===== src/inc/dasr_pkg.sv =====
// Purpose: Shared types, constants and the code mapping of the differential converter readout.
// Assumes: Analog inputs arrive as signed numbers in units of half a result step.
// Notes: Serial pins are sampled by the system clock; no second clock domain exists.
package dasr_pkg;

  // Result word and bit positions
  localparam int RESULT_W = 12;
  localparam logic [3:0] IDX_MSB = 4'hB;
  localparam logic [3:0] IDX_ASC_FIRST = 4'h1;
  localparam logic [3:0] IDX_ASC_END = 4'hC;
  localparam logic [3:0] IDX_LSB = 4'h0;
  // Falls counted before the output driver turns on (second fall has index 1)
  localparam logic [1:0] ACQ_LAST_FALL = 2'h1;
  localparam logic NULL_BIT = 1'b0;
  localparam logic [1:0] ACQ_FIRST_FALL = 2'h0;

  // Reset values of the pin and result registers
  localparam logic DOUT_RST = 1'b0;
  localparam logic OE_N_RST = 1'b1;
  localparam logic [11:0] RESULT_RST = 12'h000;

  // Two's complement full scale codes
  localparam logic [11:0] CODE_POS_FS = 12'h7FF;
  localparam logic [11:0] CODE_NEG_FS = 12'h800;

  // Saturation thresholds in half steps: +2046.5 and -2047.5 steps
  localparam logic signed [16:0] SAT_POS_H = 17'sh0_0FFD;
  localparam logic signed [16:0] SAT_NEG_H = -17'sh0_0FFF;

  typedef struct packed {
    logic sclk;
    logic cs_n;
  } dasr_pins_t;

  typedef struct packed {
    logic signed [15:0] pos;
    logic signed [15:0] neg;
  } dasr_ain_t;

  typedef enum logic [4:0] {
    ST_IDLE = 5'h01,
    ST_ACQ = 5'h02,
    ST_DESC = 5'h04,
    ST_ASC = 5'h08,
    ST_DONE = 5'h10
  } dasr_state_t;

  // Difference of the two inputs in half steps, widened so it never wraps
  function automatic logic signed [16:0] dasr_diff(input dasr_ain_t a);
    dasr_diff = 17'(a.pos) - 17'(a.neg);
  endfunction : dasr_diff

  // Ideal code: round to nearest step, then saturate at both full scales
  function automatic logic [11:0] dasr_code(input dasr_ain_t a);
    logic signed [16:0] d;
    logic signed [16:0] r;
    d = dasr_diff(a);
    r = (d + 17'sd1) >>> 1;
    if (d >= SAT_POS_H) begin
      dasr_code = CODE_POS_FS;
    end else if (d <= SAT_NEG_H) begin
      dasr_code = CODE_NEG_FS;
    end else begin
      dasr_code = r[11:0];
    end
  endfunction : dasr_code

endpackage : dasr_pkg


===== src/rtl/dasr_readout.sv =====
// Purpose: Conversion sequencing and serial result readout of a 12-bit differential converter.
// Assumes: Serial clock and chip select are synchronous to clk and much slower than it.
// Notes: The output pin is an output with enable; the enable is low while the pin is driven.
`timescale 1ns/1ns

module dasr_readout (
  input wire logic clk,
  input wire logic arst_n,
  input wire dasr_pkg::dasr_pins_t pins,
  input wire dasr_pkg::dasr_ain_t ain,
  output logic dout,
  output logic dout_oe_n
);
  import dasr_pkg::*;

  dasr_state_t state_reg;
  logic sclk_prev_reg;
  logic cs_n_prev_reg;
  logic [1:0] fall_cnt_reg;
  logic [3:0] bit_idx_reg;
  logic [11:0] result_reg;
  logic dout_reg;
  logic dout_oe_n_reg;
  logic sclk_fall;
  logic cs_fall;
  logic active;
  logic capture;
  logic exp_bit;

  // Edge detection on the sampled pins
  assign sclk_fall = sclk_prev_reg & ~pins.sclk;
  assign cs_fall = cs_n_prev_reg & ~pins.cs_n;
  // Clock falls only count while selected and not on the selecting cycle
  assign active = ~pins.cs_n & ~cs_fall & sclk_fall;
  assign capture = active && state_reg == ST_ACQ && fall_cnt_reg == ACQ_LAST_FALL;
  // Result bit at the shift position; index twelve only marks the resend end,
  // so it maps to a fixed level instead of reading past the word
  always_comb begin
    exp_bit = 1'b0;
    if (bit_idx_reg <= IDX_MSB) begin
      exp_bit = result_reg[bit_idx_reg];
    end
  end

  assign dout = dout_reg;
  assign dout_oe_n = dout_oe_n_reg;

  // Previous pin levels; idle levels chosen so reset looks deselected
  always_ff @(posedge clk or negedge arst_n) begin
    if (!arst_n) begin
      sclk_prev_reg <= 1'b0;
      cs_n_prev_reg <= 1'b1;
    end else begin
      sclk_prev_reg <= pins.sclk;
      cs_n_prev_reg <= pins.cs_n;
    end
  end

  // Sequencer: acquire, descending shift, ascending resend, done
  always_ff @(posedge clk or negedge arst_n) begin
    if (!arst_n) begin
      state_reg <= ST_IDLE;
      fall_cnt_reg <= ACQ_FIRST_FALL;
      bit_idx_reg <= IDX_MSB;
    end else if (pins.cs_n) begin
      state_reg <= ST_IDLE;
    end else if (cs_fall && state_reg == ST_IDLE) begin
      state_reg <= ST_ACQ;
      fall_cnt_reg <= ACQ_FIRST_FALL;
    end else if (active) begin
      unique case (state_reg)
        ST_IDLE: begin
          state_reg <= ST_IDLE;
        end
        ST_ACQ: begin
          if (fall_cnt_reg == ACQ_LAST_FALL) begin
            state_reg <= ST_DESC;
            bit_idx_reg <= IDX_MSB;
          end else begin
            fall_cnt_reg <= fall_cnt_reg + 2'h1;
          end
        end
        ST_DESC: begin
          if (bit_idx_reg == IDX_LSB) begin
            state_reg <= ST_ASC;
            bit_idx_reg <= IDX_ASC_FIRST;
          end else begin
            bit_idx_reg <= bit_idx_reg - 4'h1;
          end
        end
        ST_ASC: begin
          if (bit_idx_reg == IDX_ASC_END) begin
            state_reg <= ST_DONE;
          end else begin
            bit_idx_reg <= bit_idx_reg + 4'h1;
          end
        end
        ST_DONE: begin
          state_reg <= ST_DONE;
        end
      endcase
    end
  end

  // Sample is held from the second fall; track-and-hold closes there
  always_ff @(posedge clk or negedge arst_n) begin
    if (!arst_n) begin
      result_reg <= RESULT_RST;
    end else if (capture) begin
      result_reg <= dasr_code(ain);
    end
  end

  // Output data bit, launched only on falling serial clock edges and cleared to its reset level on deselect
  always_ff @(posedge clk or negedge arst_n) begin
    if (!arst_n) begin
      dout_reg <= DOUT_RST;
    end else if (pins.cs_n) begin
      dout_reg <= DOUT_RST;
    end else if (active) begin
      if (capture) begin
        dout_reg <= NULL_BIT;
      end else if (state_reg == ST_DESC) begin
        dout_reg <= exp_bit;
      end else if (state_reg == ST_ASC && bit_idx_reg != IDX_ASC_END) begin
        dout_reg <= exp_bit;
      end
    end
  end

  // Driver enable; off at once on deselect, so a short cycle stops cleanly
  always_ff @(posedge clk or negedge arst_n) begin
    if (!arst_n) begin
      dout_oe_n_reg <= OE_N_RST;
    end else if (pins.cs_n) begin
      dout_oe_n_reg <= 1'b1;
    end else if (capture) begin
      dout_oe_n_reg <= 1'b0;
    end else if (active && state_reg == ST_ASC && bit_idx_reg == IDX_ASC_END) begin
      dout_oe_n_reg <= 1'b1;
    end
  end
endmodule : dasr_readout


===== config.mk =====
export PLATFORM = sky130hd
export DESIGN_NAME = dasr_readout
export DESIGN_NICKNAME = d
export VERILOG_FILES = /design/src/inc/dasr_pkg.sv /design/src/rtl/dasr_readout.sv
export SDC_FILE = /design/constraint.sdc
export NUM_CORES = 1
export LEC_CHECK = 0
export BUFFER_PORTS_ARGS = -buffer_cell sky130_fd_sc_hd__buf_2
export CORE_MARGIN = 10
export CORE_UTILIZATION = 53
export CTS_CLUSTER_DIAMETER = 80
export DETAILED_ROUTE_END_ITERATION = 10
export PLACE_DENSITY = 0.77
export SYNTH_ARGS = -nofsm -noshare
export SYNTH_HDL_FRONTEND = slang
export SYNTH_SLANG_ARGS = --single-unit

===== constraint.sdc =====
create_clock -name clk -period 2.1 [get_ports clk]
set_clock_uncertainty 0.1 [all_clocks]
set_input_delay 0.42 -clock clk [delete_from_list [all_inputs] [get_ports clk]]
set_output_delay 0.42 -clock clk [all_outputs]
set_load 0.01 [all_outputs]

# Word level (Yosys, flattened, before mapping)
# Cells that the tools add are included.
[totals]
ff_bits = 27
latchBits = 0
mem_bits_rw = 0
rom_bits = 0
input_bits = 36
wordCells = 85
memories = 0
[classes]
n_addsub = 5
n_mul = 0
n_div = 0
n_lt_le_gt_ge = 4
n_eq_ne = 14
shifts = 0
mux = 28
n_bitwise = 8
n_reduce_logical = 18
[op_table]
columns = ["op", "count"]
rows = [
  ["5-bit 2-to-1 mux", 6],
  ["5-bit one-hot mux with 5 select lines", 1],
  ["12-bit 2-to-1 mux", 2],
  ["17-bit by 13-bit greater-or-equal comparator with 1-bit output (second input constant)", 1],
  ["17-bit by 13-bit <= comparator with 1-bit output (second input constant)", 1],
  ["16-bit by 16-bit subtractor with 17-bit output", 1],
  ["13-bit by 2-bit adder with 13-bit output (second input constant)", 1],
  ["4-bit 2-to-1 mux", 3],
  ["4-bit inequality test (second input constant)", 3],
  ["4-bit one-hot mux with 3 select lines", 1],
  ["1-bit 2-to-1 mux", 10],
  ["3-bit nonzero test", 3],
  ["2-bit 2-to-1 mux", 4],
  ["4-bit AND reduction", 2],
  ["1-bit logical AND", 6],
  ["6-bit AND reduction", 1],
  ["2-bit nonzero test", 3],
  ["5-bit by 1-bit == test with 1-bit output (second input constant)", 1],
  ["5-bit by 2-bit == test with 1-bit output (second input constant)", 1],
  ["5-bit by 3-bit == test with 1-bit output (second input constant)", 1],
  ["5-bit by 4-bit == test with 1-bit output (second input constant)", 1],
  ["5-bit == test (second input constant)", 1],
  ["4-bit by 5-bit less-than comparator with 1-bit output (second input constant)", 1],
  ["4-bit by 1-bit adder with 4-bit output (second input constant)", 1],
  ["other kinds (14)", 21],
]

# Longest topological paths before layout
[logic_depth]
word_depth = 10
mapped_depth = 12
depth_no_buf = 11

# Worst setup path after synthesis
# Ideal clock, no wire load.
[synth_timing]
kind = "input port to flip-flop"
start = "input ain[16] in the netlist's numbering"
end = "register result_reg[4]"
setup_time_ps = 136
t_arrival_ps = 2690
path_slack_ps = -826
path_stages = 12
n_path_buf = 1
path_cell_list = "inv_1 -> ha_1 -> fa_1 -> nand2b_1 -> a211oi_1 -> o21bai_1 -> a311oi_1 -> xnor2_1 -> nor2_1 -> a31oi_1 -> buf_2 -> o22ai_1"
[synth_via]
elab_chain_cells = 4
[synth_lines]
columns = ["item", "line_no", "rtl"]
rows = [
  ["start: declaration", "dasr_readout.sv:10", "input wire dasr_pkg::dasr_ain_t ain,"],
  ["16-bit by 16-bit subtractor with 17-bit output *", "dasr_pkg.sv:50", "dasr_diff = 17'(a.pos) - 17'(a.neg);"],
  ["17-bit by 13-bit <= comparator with 1-bit output or 13-bit by 2-bit adder with 13-bit output (tied branches)", "dasr_pkg.sv:61, dasr_pkg.sv:58", ""],
  ["12-bit 2-to-1 mux", "dasr_pkg.sv:61", "end else if (d <= SAT_NEG_H) begin"],
  ["12-bit 2-to-1 mux *", "dasr_pkg.sv:59", "if (d >= SAT_POS_H) begin"],
  ["end signal: assignment", "dasr_readout.sv:110", "result_reg <= dasr_code(ain);"],
  ["end: declaration", "dasr_readout.sv:21", "logic [11:0] result_reg;"],
]
# Mark *: on every way between the ends. The rest lies on a longest branch, timed or not.
# A chain may end at the register's enable or synchronous reset.

# Worst setup path after layout
[layout_timing]
start = "input ain[1] in the netlist's numbering"
end = "register result_reg[5]"
# The elaborated chain is that of the path after synthesis.

==> results.cfg <==
[setup_path]
r2r_end = result_reg[5]
crit_family = compound AO/OA/AOI/OAI gates
worstPathCellList = buf_8 > inv_4 > ha_4 > nor2b_4 > o2111a_2 > o31a_1 > o2111a_1 > nor4_2 > nand4_2 > o21ai_4 > o22ai_2
startpoint_type = primary input
endpoint_kind = flop
reg2reg_depth = 7
max_stage_delay_ps = 350
path_buf_inv = 2
r2r_start = state_reg[4]
cp_max_fo = 5
path_class = in -> reg
r2r_slack_ps = -20
crit_required_ps = 2150
arrival_ps = 2880
slowest_stage = o31a_1

[floorplanning]
initial_core_util_pct = 53.98
rows = 27
pin_count = 38
die_x_microns = 94.66
die_h_microns = 94.66
die_area_sq_mm = 0.008960
coreArea_sq_mm = 0.005473

[timing]
final_max_slew_viol_count = 0
worst_pin_slew_ps = 599.8
min_period_over_period_pct = 134.8
clock.fmax_ghz = 0.3531
finalHoldViolations = 0
slew_headroom_pct = 60.02
rsz0062_at_grt = true
setup-violations-final = 12
min_period_ps = 2832
setup_ws_ps = -731.8

[synth]
synth_largest_area_cell = dfrtp_1
synth_edf_count = 0
synth_commonest_cells = nor2_1, inv_1, a21oi_1
synth_area_leaders = dfrtp_1, ha_1, dfstp_2
synth_fp_nets = 427
synth_cell_types = 70
netlist.area_leader.share_pct = 17.79
yosysSeqAreaShare_pct = 23.13
ys.flop_type = dfrtp_1
async_flop_share_pct = 100.0
ys_ff_latch = 27
synthCells = 369
syn_avg_cell_area_sq_um = 8.006
synth_area_sq_mm = 0.002954
yosys_warnings = 0
synth.most_common_cell = nor2_1

[placed_design]
gp_congestion = 0.8639
dp_hpwl_microns = 6899
io_buffers = 37
place_inst = 555

[clocking]
cts_made_buffers = 3
cts_tree = built
cts-root-buf = clkbuf_8
clockBufferDepth = 2
cts_sinks = 27
h-tree-depth = 1
clkLatencyLatePin_ps = 270
clk_pin_slew_ps = 90

[pwr]
ir_drop_v = 0.0002515
p_per_area_mw_per_mm2 = 460.0
total_power_uw = 2062
power_leakage_uw = 0.001978

[detailed_routing]
drtPass1Iterations = 5
ant_nets = 0
vias_per_cell = 6.324
vias = 3611
drc = 0
wl_per_cell_microns = 18.20
initialDrtViolationCount = 300
finalWirelength_microns = 10390

[run_status]
status = complete, but fails checks
violations = setup timing

[global_route]
track_usage_pct = 21.95
gr-total-overflow = 0
antenna_found_initial = 1
grt_pass1_vias = 3644
grt_pass1_wl_microns = 16540
grt_max_degree = 28

[cells_and_area]
fin_cells = 571
largest_reg_flops = 12
nets = 556
area_growth_pct = 51.76
drive_gt1_share_pct = 46.88

[worst_hold_path]
holdCritPathClass = in -> async

[run]
drv_cap = 0
## report_power, final
| part | leakage [uW] | internal, uW | total (uW) | switching [uW] |
|---|---|---|---|---|
| logic | 0.00166 | 594 | 1180 | 587 |
| registers | 0.000296 | 550 | 587 | 37.0 |
| clock network | 0.0000228 | 136 | 294 | 158 |
## worst max-delay path by stage
stage | from | end | slack [ps] | cells after the start
3_3_place_gp | ain[16] | result_reg[0] | -1020 | 12
2_1_floorplan | ain[16] | result_reg[4] | -740 | 11
3_5_place_dp | ain[16] | result_reg[3] | -1140 | 12
6_report | ain[1] | result_reg[5] | -730 | 11
4_1_cts | ain[16] | result_reg[2] | -600 | 12
5_1_grt | ain[1] | result_reg[8] | -780 | 11
## cells in the final DEF (no fill, tap or decap), types with 6 or more instances in the layout
cell type	count
buf_4	100
a21oi_1	19
nand3_1	10
o22ai_2	7
ha_4	8
nor3_1	8
a21oi_2	8
dfrtp_1	21
buf_6	7
o21ai_0	15
ha_1	12
nand2_1	16
inv_1	23
xnor2_1	14
dfstp_2	6
nor2_1	36
buf_2	33
## stage by stage
stage	TNS, ps	area, sq um	hold WS [ps]	util (%)	setup slack [ps]
floorplan	-8420	3118	24.41	-	-736.5
global placement	-12180	3998	343.3	73.05	-1021
detailed placement	-13540	3998	347.4	73.05	-1137
CTS	-7091	4347	54.79	79.42	-604.6
global route	-9277	4481	77.35	81.87	-777.6
finish	-8517	4483	43.83	81.92	-731.8
## repair_timing
| action | in CTS | in global routing |
|---|---|---|
| resized for setup | 52 | 23 |
| cloned | 2 | 0 |
| pin swaps | 25 | 18 |
| buffers inserted | 6 | 2 |
| endpoints found under the setup margin | 12 | 23 |
| hold buffers | 0 | 0 |
## cells by family (layout without fill, tap and decap cells)
kind of cell / after synthesis / count (layout) / synth area share, %
flip-flops: 27 / 27 / 23.13
adder cells (fa/ha/maj): 22 / 22 / 9.572
AND/OR/NAND/NOR: 133 / 133 / 25.67
buffers and inverters: 48 / 175 / 6.395
XOR/XNOR: 19 / 19 / 5.633
AO/OA/AOI/OAI: 115 / 116 / 26.64
other: 0 / 2 / 0
multiplexers: 5 / 5 / 2.965
## per-layer routing
layer	up-vias	share of wire, %	track usage (%)
met5	-	0	0
met4	0	4.1	8.603
met3	57	5.6	1.824
met2	208	53	41.82
met1	1722	37	24.44
li1	1624	-	-
## final cells by class
cell class / instances / area (sq um)
fillers: 308 / 989.7
repair buffers: 142 / 1025
clock buffers: 4 / 45.04
diodes: 2 / 5.005
multi-input cells: 295 / 2511
inverters: 29 / 123.9
flip-flops and latches: 27 / 683.2
well taps: 72 / 90.09
No activity file was read; power rests on OpenSTA's default activity.
